File: src/inc/eph_pkg.sv
// Package: constants and carriers of the e-paper serial host port
package eph_pkg;
  localparam int EPH_DATA_W = 9;
  localparam int EPH_FIFO_DEPTH = 16;
  localparam int EPH_FIFO_AW = 4;
  localparam logic [3:0] EPH_BITS_4W = 4'h8;
  localparam logic [3:0] EPH_BITS_3W = 4'h9;
  localparam logic [7:0] EPH_CMD_SWRESET = 8'h12;
  localparam logic [7:0] EPH_CMD_RD_1B = 8'h1B;
  localparam logic [7:0] EPH_CMD_RD_27 = 8'h27;
  localparam logic [7:0] EPH_CMD_RD_2D = 8'h2D;
  localparam logic [7:0] EPH_CMD_RD_2E = 8'h2E;
  localparam logic [7:0] EPH_CMD_RD_2F = 8'h2F;
  localparam logic [7:0] EPH_CMD_RD_35 = 8'h35;
  localparam logic [3:0] EPH_BITCNT_RST = 4'h0;
  localparam logic [7:0] EPH_BYTE_RST = 8'h00;
  // Software reset duration
  localparam int EPH_SWRST_NS = 1000;
  localparam int EPH_CLK_NS = 25;
  localparam int EPH_SWRST_CYC = (EPH_SWRST_NS + EPH_CLK_NS - 1) / EPH_CLK_NS;
  localparam logic [7:0] EPH_SWRST_CNT = 8'(EPH_SWRST_CYC);

  typedef struct packed {
    logic is_data;
    logic [7:0] payload;
  } eph_word_t;

  typedef enum logic [1:0] {
    EPH_IDLE = 2'b00,
    EPH_SHIFT_IN = 2'b01,
    EPH_SHIFT_OUT = 2'b11
  } eph_state_t;
endpackage

File: src/rtl/eph_host_port.sv
// Module: serial host port of an e-paper controller
`timescale 1ns/1ps
// Function
// - Serial traffic is accepted only while chip select is low.
// - In 4-wire mode select high means data, low means command.
// - Strap low gives 4-wire 8-bit words, high gives 3-wire 9-bit words.
// - 4-wire writes sample data on rising serial clock, MSB first.
// - Select held per byte; completed byte routed by that level.
// - Read bytes leave MSB first, changing on falling serial clock.
// - 3-wire words: leading flag bit then eight payload bits MSB first.
// - 3-wire read: host sends leading 1, device shifts out eight bits.
// - Low on the hard reset input resets the port.
// - Busy high during waveform output or temperature sensor traffic.
// - Software reset command clears parameters, holds busy while running.
module eph_host_port
  import eph_pkg::*;
(
  // Clock and reset
  input wire logic clk,
  input wire logic resetn,
  input wire logic hard_init_n,
  // Serial pins, sampled synchronously
  input wire logic cs_n,
  input wire logic sclk,
  input wire logic dc_sel,
  input wire logic sda_in,
  output logic sda_out,
  output logic sda_oe,
  input wire logic bus_width_strap,
  // Core side
  input wire logic wave_active,
  input wire logic temp_active,
  input wire logic [7:0] read_byte,
  output logic read_req,
  output logic [7:0] read_cmd,
  output logic busy,
  output logic param_reset,
  output logic word_valid,
  input wire logic word_ready,
  output eph_pkg::eph_word_t word_out
);
  import eph_pkg::*;

  function automatic logic is_read_cmd(input logic [7:0] c);
    return c == EPH_CMD_RD_1B || c == EPH_CMD_RD_27 || c == EPH_CMD_RD_2D ||
           c == EPH_CMD_RD_2E || c == EPH_CMD_RD_2F || c == EPH_CMD_RD_35;
  endfunction

  logic rst_n;
  logic sclk_reg, sclk_next, cs_reg, cs_next, strap_reg, strap_next;
  eph_state_t st_reg, st_next;
  logic [3:0] cnt_reg, cnt_next;
  logic [8:0] sh_reg, sh_next;
  logic [7:0] out_reg, out_next, cmd_reg, cmd_next;
  logic rd_mode_reg, rd_mode_next;
  logic sda_o_reg, sda_o_next, sda_oe_reg, sda_oe_next, rdreq_reg, rdreq_next;
  logic [7:0] swrst_reg, swrst_next;
  logic busy_reg, busy_next, prst_reg, prst_next;
  logic push_valid;
  eph_word_t push_word;
  logic fifo_valid, fifo_pop;
  logic [EPH_DATA_W-1:0] fifo_data;
  logic wv_reg, wv_next;
  eph_word_t wo_reg, wo_next;
  logic rise, fall, sel, word_done;
  logic [3:0] nbits;

  assign rst_n = resetn && hard_init_n;

  always_comb begin
    sclk_next = sclk;
    cs_next = cs_n;
    strap_next = (cs_n && cs_reg) ? bus_width_strap : strap_reg;
    rise = !cs_n && sclk && !sclk_reg;
    fall = !cs_n && !sclk && sclk_reg;
    nbits = strap_reg ? EPH_BITS_3W : EPH_BITS_4W;
    st_next = st_reg;
    cnt_next = cnt_reg;
    sh_next = sh_reg;
    out_next = out_reg;
    cmd_next = cmd_reg;
    rd_mode_next = rd_mode_reg;
    sda_o_next = sda_o_reg;
    sda_oe_next = 1'b0;
    rdreq_next = 1'b0;
    push_valid = 1'b0;
    word_done = 1'b0;
    sel = strap_reg ? sh_reg[8] : dc_sel;
    push_word = '{is_data: sel, payload: sh_reg[7:0]};
    if (cs_n) begin
      st_next = EPH_IDLE;
      cnt_next = EPH_BITCNT_RST;
      sh_next = '0;
    end else begin
      case (st_reg)
        EPH_IDLE, EPH_SHIFT_IN: begin
          st_next = EPH_SHIFT_IN;
          if (!strap_reg && cnt_reg == EPH_BITCNT_RST && dc_sel && rd_mode_reg) begin
            // 4-wire read: first bit must stand before the first rising edge
            st_next = EPH_SHIFT_OUT;
            cnt_next = 4'h1;
            sda_o_next = read_byte[7];
            out_next = {read_byte[6:0], 1'b0};
            rdreq_next = 1'b1;
          end else if (rise) begin
            sh_next = {sh_reg[7:0], sda_in};
            cnt_next = cnt_reg + 4'h1;
            // 3-wire read: leading data flag starts shift out
            if (strap_reg && cnt_reg == EPH_BITCNT_RST && sda_in && rd_mode_reg) begin
              st_next = EPH_SHIFT_OUT;
              cnt_next = EPH_BITCNT_RST;
              out_next = read_byte;
              rdreq_next = 1'b1;
            end
          end
          if (cnt_reg == nbits) begin
            word_done = 1'b1;
            cnt_next = rise ? 4'h1 : EPH_BITCNT_RST;
          end
        end
        EPH_SHIFT_OUT: begin
          sda_oe_next = 1'b1;
          if (fall) begin
            if (cnt_reg == EPH_BITS_4W) begin
              // Byte done: free the line for the next flag bit or byte
              st_next = EPH_SHIFT_IN;
              cnt_next = EPH_BITCNT_RST;
              sda_oe_next = 1'b0;
            end else begin
              sda_o_next = out_reg[7];
              out_next = {out_reg[6:0], 1'b0};
              cnt_next = cnt_reg + 4'h1;
            end
          end
        end
        default: st_next = EPH_IDLE;
      endcase
    end
    if (word_done) begin
      push_valid = 1'b1;
      if (!sel) begin
        cmd_next = sh_reg[7:0];
        rd_mode_next = is_read_cmd(sh_reg[7:0]);
      end
    end
  end

  // Software reset and busy
  always_comb begin
    swrst_next = (swrst_reg != 8'h00) ? swrst_reg - 8'h01 : 8'h00;
    prst_next = 1'b0;
    if (word_done && !sel && sh_reg[7:0] == EPH_CMD_SWRESET) begin
      swrst_next = EPH_SWRST_CNT;
      prst_next = 1'b1;
    end
    busy_next = wave_active || temp_active || (swrst_next != 8'h00);
    // Valid drops for one cycle after a pop so no word is shown twice
    fifo_pop = word_ready && wv_reg;
    wv_next = fifo_valid && !fifo_pop;
    wo_next = eph_word_t'(fifo_data);
  end

  always_ff @(posedge clk or negedge rst_n) begin
    if (!rst_n) begin
      sclk_reg <= 1'b0;
      cs_reg <= 1'b1;
      strap_reg <= 1'b0;
      st_reg <= EPH_IDLE;
      cnt_reg <= EPH_BITCNT_RST;
      sh_reg <= '0;
      out_reg <= EPH_BYTE_RST;
      cmd_reg <= EPH_BYTE_RST;
      rd_mode_reg <= 1'b0;
      sda_o_reg <= 1'b0;
      sda_oe_reg <= 1'b0;
      rdreq_reg <= 1'b0;
      swrst_reg <= 8'h00;
      busy_reg <= 1'b0;
      prst_reg <= 1'b0;
      wv_reg <= 1'b0;
      wo_reg <= '0;
    end else begin
      sclk_reg <= sclk_next;
      cs_reg <= cs_next;
      strap_reg <= strap_next;
      st_reg <= st_next;
      cnt_reg <= cnt_next;
      sh_reg <= sh_next;
      out_reg <= out_next;
      cmd_reg <= cmd_next;
      rd_mode_reg <= rd_mode_next;
      sda_o_reg <= sda_o_next;
      sda_oe_reg <= sda_oe_next;
      rdreq_reg <= rdreq_next;
      swrst_reg <= swrst_next;
      busy_reg <= busy_next;
      prst_reg <= prst_next;
      wv_reg <= wv_next;
      wo_reg <= wo_next;
    end
  end

  eph_fifo #(.WIDTH(EPH_DATA_W), .DEPTH(EPH_FIFO_DEPTH), .AW(EPH_FIFO_AW)) u_fifo (
    .clk(clk),
    .resetn(rst_n),
    .in_valid(push_valid),
    .in_ready(),
    .in_data(push_word),
    .out_valid(fifo_valid),
    .out_ready(fifo_pop),
    .out_data(fifo_data)
  );

  assign sda_out = sda_o_reg;
  assign sda_oe = sda_oe_reg;
  assign read_req = rdreq_reg;
  assign read_cmd = cmd_reg;
  assign busy = busy_reg;
  assign param_reset = prst_reg;
  assign word_valid = wv_reg;
  assign word_out = wo_reg;

  a_cs_release: assert property (@(posedge clk) disable iff (!rst_n)
    cs_n |=> !sda_oe) else $error("data line driven while deselected");
  a_busy_swrst: assert property (@(posedge clk) disable iff (!rst_n)
    prst_reg |-> busy_reg) else $error("busy low during soft reset");
  a_busy_cause: assert property (@(posedge clk) disable iff (!rst_n)
    $past(wave_active) |-> busy_reg) else $error("busy low during waveform");
  a_idle_count: assert property (@(posedge clk) disable iff (!rst_n)
    cs_n |=> cnt_reg == EPH_BITCNT_RST) else $error("partial word kept");
  a_word_width: assert property (@(posedge clk) disable iff (!rst_n)
    st_reg != EPH_SHIFT_OUT |-> cnt_reg <= EPH_BITS_3W) else $error("bit count overrun");
  a_push_cs: assert property (@(posedge clk) disable iff (!rst_n)
    push_valid |-> !cs_n) else $error("word taken while deselected");
  a_cmd_route: assert property (@(posedge clk) disable iff (!rst_n)
    word_done && !sel |=> cmd_reg == $past(sh_reg[7:0])) else $error("command not latched");
  a_out_drive: assert property (@(posedge clk) disable iff (!rst_n)
    rdreq_reg && !cs_n |=> sda_oe_reg) else $error("read byte not driven");
endmodule // eph_host_port

File: src/rtl/eph_fifo.sv
// Module: parameterised FIFO for received words
`timescale 1ns/1ps
module eph_fifo #(
  parameter int WIDTH = 9,
  parameter int DEPTH = 16,
  parameter int AW = 4
) (
  // Clock and reset
  input wire logic clk,
  input wire logic resetn,
  // Fill side
  input wire logic in_valid,
  output logic in_ready,
  input wire logic [WIDTH-1:0] in_data,
  // Drain side
  output logic out_valid,
  input wire logic out_ready,
  output logic [WIDTH-1:0] out_data
);
  logic [WIDTH-1:0] mem [DEPTH];
  logic [AW:0] wr_reg, wr_next, rd_reg, rd_next;
  logic [WIDTH-1:0] dout_reg, dout_next;
  logic full, empty, push, pop;

  always_comb begin
    full = (wr_reg[AW] != rd_reg[AW]) && (wr_reg[AW-1:0] == rd_reg[AW-1:0]);
    empty = (wr_reg == rd_reg);
    push = in_valid && !full;
    pop = out_ready && !empty;
    wr_next = wr_reg + (AW+1)'(push);
    rd_next = rd_reg + (AW+1)'(pop);
    in_ready = !full;
    out_valid = !empty;
    out_data = dout_reg;
    // Head word of the next cycle, bypassing a write into that slot
    dout_next = mem[rd_next[AW-1:0]];
    if (push && wr_reg[AW-1:0] == rd_next[AW-1:0]) begin
      dout_next = in_data;
    end
  end

  always_ff @(posedge clk) begin
    if (push) begin
      mem[wr_reg[AW-1:0]] <= in_data;
    end
  end

  always_ff @(posedge clk or negedge resetn) begin
    if (!resetn) begin
      wr_reg <= '0;
      rd_reg <= '0;
      dout_reg <= '0;
    end else begin
      wr_reg <= wr_next;
      rd_reg <= rd_next;
      dout_reg <= dout_next;
    end
  end
endmodule // eph_fifo

File: config.mk
export PLATFORM = sky130hd
export DESIGN_NAME = eph_host_port
export DESIGN_NICKNAME = d
export VERILOG_FILES = /design/src/inc/eph_pkg.sv /design/src/rtl/eph_host_port.sv /design/src/rtl/eph_fifo.sv
export SDC_FILE = /design/constraint.sdc
export NUM_CORES = 1
export LEC_CHECK = 0
export ABC_AREA = 1
export BUFFER_PORTS_ARGS = -buffer_cell sky130_fd_sc_hd__buf_2
export CORE_UTILIZATION = 30
export DETAILED_ROUTE_END_ITERATION = 10
export GPL_ROUTABILITY_DRIVEN = 0
export PLACE_DENSITY = 0.51
export SLEW_MARGIN = 30
export SYNTH_ARGS = -nofsm -noshare
export SYNTH_HDL_FRONTEND = slang
export SYNTH_HIERARCHICAL = 1
export SYNTH_SLANG_ARGS = --single-unit
File: constraint.sdc
create_clock -name clk -period 2.95 [get_ports clk]
set_clock_uncertainty 0.2 [all_clocks]
set_input_delay 0.59 -clock clk [delete_from_list [all_inputs] [get_ports clk]]
set_output_delay 0.59 -clock clk [all_outputs]
set_load 0.005 [all_outputs]
==> flow_summary.yaml, run 1 <==
worst_setup_path:
  start_kind: "flop"
  crit_path_frequent_cell: "nand2_1"
  critPathSlowestCell: "dfrtp_1"
  cp_slowest_stage_delay_ns: 0.39
  worstSetupEndpointType: "flop"
  r2r_cells: 17
  critPathRequiredTime_ns: 3.17
  rrSetupSlack_ns: 0.23
  arrival_ns: 2.94
  crit_fanout: 19
  crit_path_cell_trace: "inv_1 -> nand2_1 -> nand2_1 -> nor2_2 -> nand3b_1 -> nand2_1 -> inv_1 -> ha_4 -> clkbuf_16 -> nand2_1 -> nand2_1 -> nor2_1 -> nand2_1 -> nor2_2 -> nand3_4 -> nand2_1 -> nand2_1"
  critical_path_class: "flop to flop"
  timing.rr.start: "u_fifo/wr_reg[3]"
  r2r-end: "u_fifo/out_data[7]"
hold_path:
  worstHoldPathType: "input pin to flop"
  holdPathEnd: "strap_reg"
  whs_path_depth: 3
  min_from: "bus_width_strap"
layout:
  n_antenna_cell: 0
  fin_util_pct: 37.0
  drive_above_1_share_pct: 15.8
  final_common_cell: "nand2_1"
  finalInstanceArea_um2: 12100
  syn_to_final_growth_pct: 20.2
  nets: 1176
  largest_reg_flops: 144
  layout_common_cells: "344 x nand2_1, 158 x inv_1, 144 x edfxtp_1"
logic_synthesis:
  netlist_area_um2: 10100
  ys_ff_latch: 221
  ys_types: 37
  synth_top_family_by_area: "simple AND/OR/NAND/NOR gates"
  synth_area_per_cell_um2: 9.52
  synthCells: 1059
  yosys.area_share.simple_pct: 25.2
  synthFlopType: "edfxtp_1"
  ys_seq_area_share_pct: 62.0
  synth_compound_area_share_pct: 2.57
  synth_fa_ha_area_share_pct: 0.992
  muxShareOfSynthArea_pct: 0
  synthArstFlopShare_pct: 34.8
  synth_edf_count: 144
  yosys_warnings: 6
  yosys.area_share.xor_xnor_pct: 1.48
  syn-num-nets: 1086
routing:
  detail-route-antenna-nets: 0
  drt_iter0_markers: 458
  finalWirelength_um: 24800
  num_vias: 7108
  drtPass1Iterations: 7
  wire_per_inst_um: 15.4
  vias_per_cell: 4.41
  route.detailed.drc: 0
floorplan:
  die_area_um2: 34400
  boundaryPins: 42
  rows: 66
  start_util_pct: 30.8
  design.core.area_um2: 32800
  die_h_um: 185
  fp.dieW_um: 185
clock_network:
  cts.path.max_buffers: 3
  cts_setup_buffers: 0
  cts_tree: "yes"
  cts-buffers-inserted: 26
  root_buffer: "clkbuf_16"
  htreeDepth: 1
  clock_latency_ns: 0.53
  path_clk_slew_ns: 0.06
  cts.sinks: 221
sta:
  tightest_slew_ns: 0.535
  hold_ws_ns: 0.120
  rsz0062_at_grt: "false"
  final-hold-violation-count: 0
  fmax_ghz: 0.367
  tns_ns: 0
  relSlewSlack_pct: 64.3
  finalSetupViolCount: 0
  finalCritPeriodShare_pct: 92.4
  fin_ws_ns: 0.225
  final_max_slew_viol_count: 0
  min_period_ns: 2.72
global_routing:
  grt_pass1_wl_um: 39000
  antenna_found_initial: 0
  gr-usage-all-layers_pct: 14.6
  grt_overflow: 0
  grt_max_degree: 78
  grt_pass1_vias: 6995
placement:
  dpl.hpwl_um: 16000
  place_area_um2: 11100
  pre_cts_ws_ns: 0.102
  port_buffers: 41
power_and_ir_drop:
  power_density_nw_per_um2: 929
  ir_drop_v: 0.000449
  p_leak_nw: 5.60
run:
  drv_cap: 0
run_status:
  status: "complete, no violations"
cells in the mapped netlist (all sizes together) (2+ instances only):
cell	count	share of area (%)
nand2	349	13
inv	167	6.2
nand3	148	8.3
edfxtp	144	43
dfrtp	76	19
nor2	69	3.0
o21ai	22	1.2
buf	16	1.1
clkbuf	14	0.52
ha	8	0.99
o22ai	8	0.50
a31oi	7	0.43
nand4	6	0.37
xor2	6	0.97
a21oi	5	0.29
xnor2	5	0.51
nor3	4	0.20
o211ai	2	0.15
kinds of logic (layout without fill, tap and decap cells):
logic type	after synthesis	after routing
buffers and inverters	197	307
DFF	221	221
xor gates and xnor gates	11	11
adders and majority gates	8	8
and+or+nand+nor	578	578
AOI/OAI and AO/OA	44	44
worst max-delay path: cells and delay by family, from the launching register on:
kind / cells / cell delay, ns
AND/OR/NAND/NOR: 13 / 1.36
flip-flops: 1 / 0.39
buffers and inverters: 3 / 0.38
adder cells (fa/ha/maj): 1 / 0.28
through the flow:
step,power (W),cells
finish,0.0113,1611
global route,0.0119,1611
CTS,0.0111,1609
detailed placement,0.00780,1558
global placement,0.00782,1558
floorplan,0.00641,1059
cell type report:
type | count | area, um^2
timing repair buffer | 92 | 724
clock buffer | 36 | 759
multi-input combinational | 641 | 3070
inverter | 167 | 633
fill | 3266 | 20700
clock inverter | 12 | 123
sequential | 221 | 6250
tap | 442 | 553
worst max-delay path by stage:
| stage | from | depth (start not counted) | end | slack, ns |
|---|---|---|---|---|
| after floorplan | resetn | 2 | busy | 0.16 |
| after global placement | u_fifo/wr_reg[0] | 18 | u_fifo/out_data[4] | 0.15 |
| after detailed placement | u_fifo/wr_reg[0] | 18 | u_fifo/out_data[7] | 0.10 |
| after CTS | u_fifo/wr_reg[0] | 18 | u_fifo/out_data[7] | 0.09 |
| after global routing | u_fifo/rd_reg[1] | 17 | u_fifo/out_data[4] | 0.04 |
| final | u_fifo/wr_reg[3] | 17 | u_fifo/out_data[7] | 0.23 |
power by group:
| part | switching [W] | internal [W] | total [W] |
|---|---|---|---|
| registers | 0.000131 | 0.00352 | 0.00365 |
| clock network | 0.00128 | 0.00198 | 0.00325 |
| logic | 0.00278 | 0.00157 | 0.00435 |
| total | 0.00419 | 0.00707 | 0.0113 |
per-layer routing:
| layer | part of all wire, % | track usage (%) | vias to the layer above |
|---|---|---|---|
| met2 | 46 | 23.3 | 152 |
| met5 | 0 | 0 | - |
| li1 | - | - | 3576 |
| met4 | 1.8 | 3.47 | 0 |
| met1 | 47 | 20.6 | 3350 |
| met3 | 4.7 | 2.52 | 30 |
repair_timing:
action                                 in CTS  in global routing
hold buffers                                3                  0
gates resized for setup                     0                  9
setup endpoints to repair                   0                  9
endpoints found under the hold margin      51                  0
(Power assumes the default switching activity.)
==> run 2, diff against run 1 <==
--- a/config.mk
+++ b/config.mk
@@ -7,6 +7,7 @@
 export LEC_CHECK = 0
 export ABC_AREA = 1
 export BUFFER_PORTS_ARGS = -buffer_cell sky130_fd_sc_hd__buf_2
+export CORE_MARGIN = 2
 export CORE_UTILIZATION = 30
 export DETAILED_ROUTE_END_ITERATION = 10
 export GPL_ROUTABILITY_DRIVEN = 0
==> run 2 against run 1 <==
Net effect:
- design area down 0.36%
- core utilization shrank 0.68 points
- clock-buffer cell count down 5
- total power is 2.2% lower
- clock power decreased by 3%
- flip-flop and latch count stayed put
- maximum frequency decreased by 1.5%
- worst setup slack lost 0.043 ns
- register-to-register slack lost 0.04 ns
- critical path depth unchanged
- sequential share of layout area grew 0.19 points
- routed wire length increased by 1.5%
- critical path type unchanged
==> flow_summary.yaml, run 2 (synthesis gave the netlist of run 1 again) <==
hold_path:
  worstHoldPathType: "input pin to flop"
global_routing:
  grt_max_degree: 48
  grt_pass1_vias: 7166
  antenna_found_initial: 0
  grt_overflow: 0
  grt_pass1_wl_um: 40600
  gr-usage-all-layers_pct: 14.6
power_and_ir_drop:
  power_density_nw_per_um2: 912
  ir_drop_v: 0.000428
  p_leak_nw: 5.57
  power.total_w: 0.0110
clock_network:
  path_clk_slew_ns: 0.06
  cts.path.max_buffers: 3
  clock_latency_ns: 0.53
  cts-buffers-inserted: 26
  htreeDepth: 1
  cts_tree: "yes"
  cts.sinks: 221
  root_buffer: "clkbuf_16"
worst_setup_path:
  critPathRequiredTime_ns: 3.21
  crit_path_cell_trace: "inv_1 -> nand2_1 -> nand2_1 -> nor2_4 -> nand3b_1 -> nand2_1 -> inv_1 -> ha_2 -> ha_1 -> inv_2 -> buf_6 -> nand3_1 -> nand3_1 -> nand3_1 -> nand2_1 -> nand2_1 -> nand2_1"
  crit_path_frequent_cell: "nand2_1"
  cp_slowest_stage_delay_ns: 0.39
  worstSetupEndpointType: "flop"
  arrival_ns: 3.03
  critPathSlowestCell: "dfrtp_1"
  critical_path_class: "flop to flop"
  crit_fanout: 15
  start_kind: "flop"
  cp_num_buf_inv: 4
  rrSetupSlack_ns: 0.18
  critical_path.top_delay_family: "simple AND/OR/NAND/NOR gates"
sta:
  fmax_ghz: 0.361
  rsz0062_at_grt: "true"
  min_period_ns: 2.77
  fin_ws_ns: 0.183
  final_max_slew_viol_count: 0
  relSlewSlack_pct: 51.3
  finalSetupViolCount: 0
  finalCritPeriodShare_pct: 93.8
  final-hold-violation-count: 0
  tightest_slew_ns: 0.730
routing:
  m1WireLength_um: 11900
  detail-route-antenna-nets: 0
  route.detailed.drc: 0
  num_vias: 7192
  wl_met3_um: 1300
  routed.top_layer: "met4"
  wire_per_inst_um: 15.6
  drtPass1Iterations: 5
  routed-wl-met2_um: 11300
  vias_per_cell: 4.45
  drt_iter0_markers: 502
  finalWirelength_um: 25200
layout:
  layout_common_cells: "344 x nand2_1, 158 x inv_1, 144 x edfxtp_1"
  drive_above_1_share_pct: 15.4
  fin_cells: 1617
  syn_to_final_growth_pct: 19.7
  fill_cells: 3355
  final_common_cell: "nand2_1"
  nets: 1177
  finalInstanceArea_um2: 12100
  n_antenna_cell: 0
  largest_reg_flops: 144
run_status:
  status: "complete, no violations"
floorplan:
  boundaryPins: 42
  fp.dieW_um: 187
  rows: 67
  start_util_pct: 30.3
  design.core.area_um2: 33300
  die_h_um: 187
  die_area_um2: 35100
run:
  drv_cap: 0
placement:
  pre_cts_ws_ns: 0.134
  port_buffers: 41
  dp_cells: 1565
  place_area_um2: 11200
  dpl.hpwl_um: 16700
==> run 2: path summary, 6_finish.rpt <==
check	startpoint	endpoint	cells after the start
min in group asynchronous	resetn	busy	4
hold / removal	bus_width_strap	strap_reg	3
max in group asynchronous	hard_init_n	cs_reg	6
hold reg to reg	u_fifo/out_data[8]	word_out[8]	0
setup reg to reg	u_fifo/wr_reg[3]	u_fifo/out_data[3]	17
setup / recovery	u_fifo/wr_reg[3]	u_fifo/out_data[3]	17
==> run 2: cell type report <==
cell class,count,area [um^2],area share [%]
Multi-Input combinational cell,642,3070,25.5
Timing Repair Buffer,92,712,5.90
Inverter,167,631,5.22
Clock inverter,16,155,1.28
Sequential cell,221,6250,51.8
Clock buffer,31,691,5.72
Tap cell,448,561,4.64
==> run 2: through the flow <==
| stage | utilization, % | hold slack [ns] | TNS (ns) |
|---|---|---|---|
| after floorplan | - | 0.131 | 0 |
| after global placement | 33.5 | 0.141 | 0 |
| after detailed placement | 33.5 | 0.142 | 0 |
| after CTS | 36.2 | 0.0985 | 0 |
| after global routing | 36.3 | 0.136 | -0.0203 |
| final | 36.3 | 0.120 | 0 |
==> run 2: routing by layer <==
metal / GRT usage, % / vias up
met1: 20.6 / 3394
met5: 0 / -
met3: 2.21 / 45
met4: 4.52 / 0
met2: 23.1 / 172
li1: - / 3581
==> run 2: timing repair <==
item | 4_1_cts | 5_1_grt
hold buffers | 3 | 0
buffers inserted | 0 | 1
endpoints found under the hold margin | 31 | 0
resized for setup | 0 | 8
setup endpoints to repair | 0 | 9
==> run 2: worst reg2reg max path, stage by stage (launching register included) <==
cell and delay [ns]:
dfrtp_1 0.39, inv_1 0.08, nand2_1 0.09, nand2_1 0.11, nor2_4 0.15, nand3b_1 0.11, nand2_1 0.07, inv_1 0.04
ha_2 0.17, ha_1 0.30, inv_2 0.17, buf_6 0.22, nand3_1 0.13, nand3_1 0.09, nand3_1 0.16, nand2_1 0.11
nand2_1 0.06, nand2_1 0.07
==> run 2: power breakdown <==
group	switching, W	total [W]	leakage (nW)	internal (W)
clock network	0.00122	0.00314	0.415	0.00192
registers	0.000134	0.00366	2.31	0.00352
logic	0.00271	0.00421	2.84	0.00150
total	0.00406	0.0110	5.57	0.00695
==> run 3, diff against run 2 <==
--- a/config.mk
+++ b/config.mk
@@ -11,8 +11,8 @@
 export CORE_UTILIZATION = 30
 export DETAILED_ROUTE_END_ITERATION = 10
 export GPL_ROUTABILITY_DRIVEN = 0
-export PLACE_DENSITY = 0.51
-export SLEW_MARGIN = 30
+export MAX_ROUTING_LAYER = met4
+export PLACE_DENSITY_LB_ADDON = 0.05
 export SYNTH_ARGS = -nofsm -noshare
 export SYNTH_HDL_FRONTEND = slang
 export SYNTH_HIERARCHICAL = 1
==> run 3 against run 2 <==
Net effect:
- core utilization is 0.21 points higher
- clock-buffer cell count is 2 higher
- first-iteration DRC count is 25% lower
- combinational power is 5.5% higher
- the flow now finishes with violations (negative hold slack)
- largest cell class unchanged
- sequential share of layout area is 0.30 points lower
- worst setup slack better by 0.028 ns
==> flow_summary.yaml, run 3 (synthesis gave the netlist of run 1 again) <==
worst_setup_path:
  critical_path_class: "flop to flop"
  worstSetupEndpointType: "flop"
  start_kind: "flop"
  crit_fanout: 4
  arrival_ns: 2.96
  critPathRequiredTime_ns: 3.17
hold_path:
  worstHoldPathType: "input pin to asynchronous set/reset pin"
clock_network:
  cts.sinks: 221
  cts.path.max_buffers: 3
  path_clk_slew_ns: 0.06
  htreeDepth: 1
  clock_latency_ns: 0.53
  cts-buffers-inserted: 26
  cts_tree: "yes"
  root_buffer: "clkbuf_16"
routing:
  num_vias: 7197
  drtPass1Iterations: 4
  drt_iter0_markers: 378
  finalWirelength_um: 28400
  vias_per_cell: 4.44
  wire_per_inst_um: 17.5
  detail-route-antenna-nets: 0
  route.detailed.drc: 0
placement:
  port_buffers: 41
  place_area_um2: 11200
  dpl.hpwl_um: 18600
  pre_cts_ws_ns: 0.0622
layout:
  final_common_cell: "nand2_1"
  n_antenna_cell: 0
  finalInstanceArea_um2: 12100
  nets: 1179
  drive_above_1_share_pct: 16.0
  fin_util_pct: 36.5
  largest_reg_flops: 144
  fill_cells: 3420
  layout_common_cells: "344 x nand2_1, 158 x inv_1, 144 x edfxtp_1"
  syn_to_final_growth_pct: 20.4
floorplan:
  start_util_pct: 30.3
  design.core.area_um2: 33300
  boundaryPins: 42
  fp.dieW_um: 187
  die_h_um: 187
  rows: 67
  die_area_um2: 35100
global_routing:
  antenna_found_initial: 0
  grt_overflow: 0
  gr-usage-all-layers_pct: 16.7
  grt_pass1_wl_um: 43800
  grt_pass1_vias: 7325
  grt_max_degree: 75
run_status:
  violations: "negative hold slack"
  status: "finished, violations left"
power_and_ir_drop:
  p_leak_nw: 5.60
  ir_drop_v: 0.000639
  power_density_nw_per_um2: 943
  power.total_w: 0.0115
sta:
  relSlewSlack_pct: 48.8
  rsz0062_at_grt: "false"
  tns_ns: 0
  tightest_slew_ns: 0.769
  final_max_slew_viol_count: 0
  finalSetupViolCount: 0
  finalCritPeriodShare_pct: 92.9
  hold_ws_ns: -0.00630
  final-hold-violation-count: 11
  fin_ws_ns: 0.210
  min_period_ns: 2.74
  fmax_ghz: 0.365
run:
  drv_cap: 0
## run 3: cell types whose count changed in the layout (fill, tap and decap cells not counted), moves of 2 or more
cell / before / now
buf_12: 9 / 6
buf_4: 38 / 43
clkinv_1: 5 / 3
dlygate4sd3_1: 3 / 1
ha_4: 0 / 2
## run 3: final cells by class
cell class                      instances  area [um^2]  share of cell area [%]
Clock buffer                           33          708                    5.83
Clock inverter                         15          176                    1.45
Inverter                              167          631                    5.19
Multi-Input combinational cell        642         3100                    25.5
Sequential cell                       221         6250                    51.5
Tap cell                              448          561                    4.61
Timing Repair Buffer                   94          722                    5.94
## run 3: critical path, stage by stage, from the launching register on
cell and delay, ns:
dfrtp_1 0.38, inv_1 0.09, nand2_1 0.08, nand2_1 0.10, nor2_4 0.16, nand3b_1 0.12
nand2_1 0.08, inv_1 0.07, ha_4 0.17, ha_4 0.29, inv_2 0.06, nand2_1 0.05
nand2_1 0.05, nor2_2 0.11, nand2_1 0.10, nor2_4 0.18, nand3_2 0.17, nand2_1 0.10
nand2_1 0.05
## run 3: metrics by stage
stage               instances  hold WS, ns
floorplan                1059        0.131
global placement         1568        0.142
detailed placement       1568        0.140
CTS                      1617       0.0169
global route             1620       0.0558
finish                   1620     -0.00630
## run 3: worst paths after layout
path / from / to / slack [ns] / cells past startpoint
max in group asynchronous: resetn / u_fifo/rd_reg[2] / 1.87 / 4
max: u_fifo/wr_reg[2] / u_fifo/out_data[7] / 0.21 / 18
min reg2reg: u_fifo/out_data[1] / word_out[1] / 0.15 / 0
min in group clk: word_ready / word_valid / 0.12 / 4
min: hard_init_n / read_cmd[1] / -0.006 / 3
max reg2reg: u_fifo/wr_reg[2] / u_fifo/out_data[7] / 0.21 / 18
## run 3: timing repair
item / in CTS / in global routing
hold buffers: 1 / 0
gates resized for setup: 0 / 12
endpoints found under the setup margin: 0 / 9
setup buffers: 0 / 1
endpoints found under the hold margin: 1 / 0
## run 3: metal layers
metal  global-route usage, %  vias up  share of wire, %
li1                        -     3592                 -
met1                    22.0     3445                47
met2                    27.4      120                48
met3                    2.18       40               3.0
met4                    3.97        0               2.2
met5                       -        -                 0
## run 3: power by group
part | switching, W | internal (W) | leakage [nW]
logic | 0.00288 | 0.00156 | 2.86
registers | 0.000158 | 0.00352 | 2.31
clock network | 0.00130 | 0.00204 | 0.431
total | 0.00433 | 0.00712 | 5.60
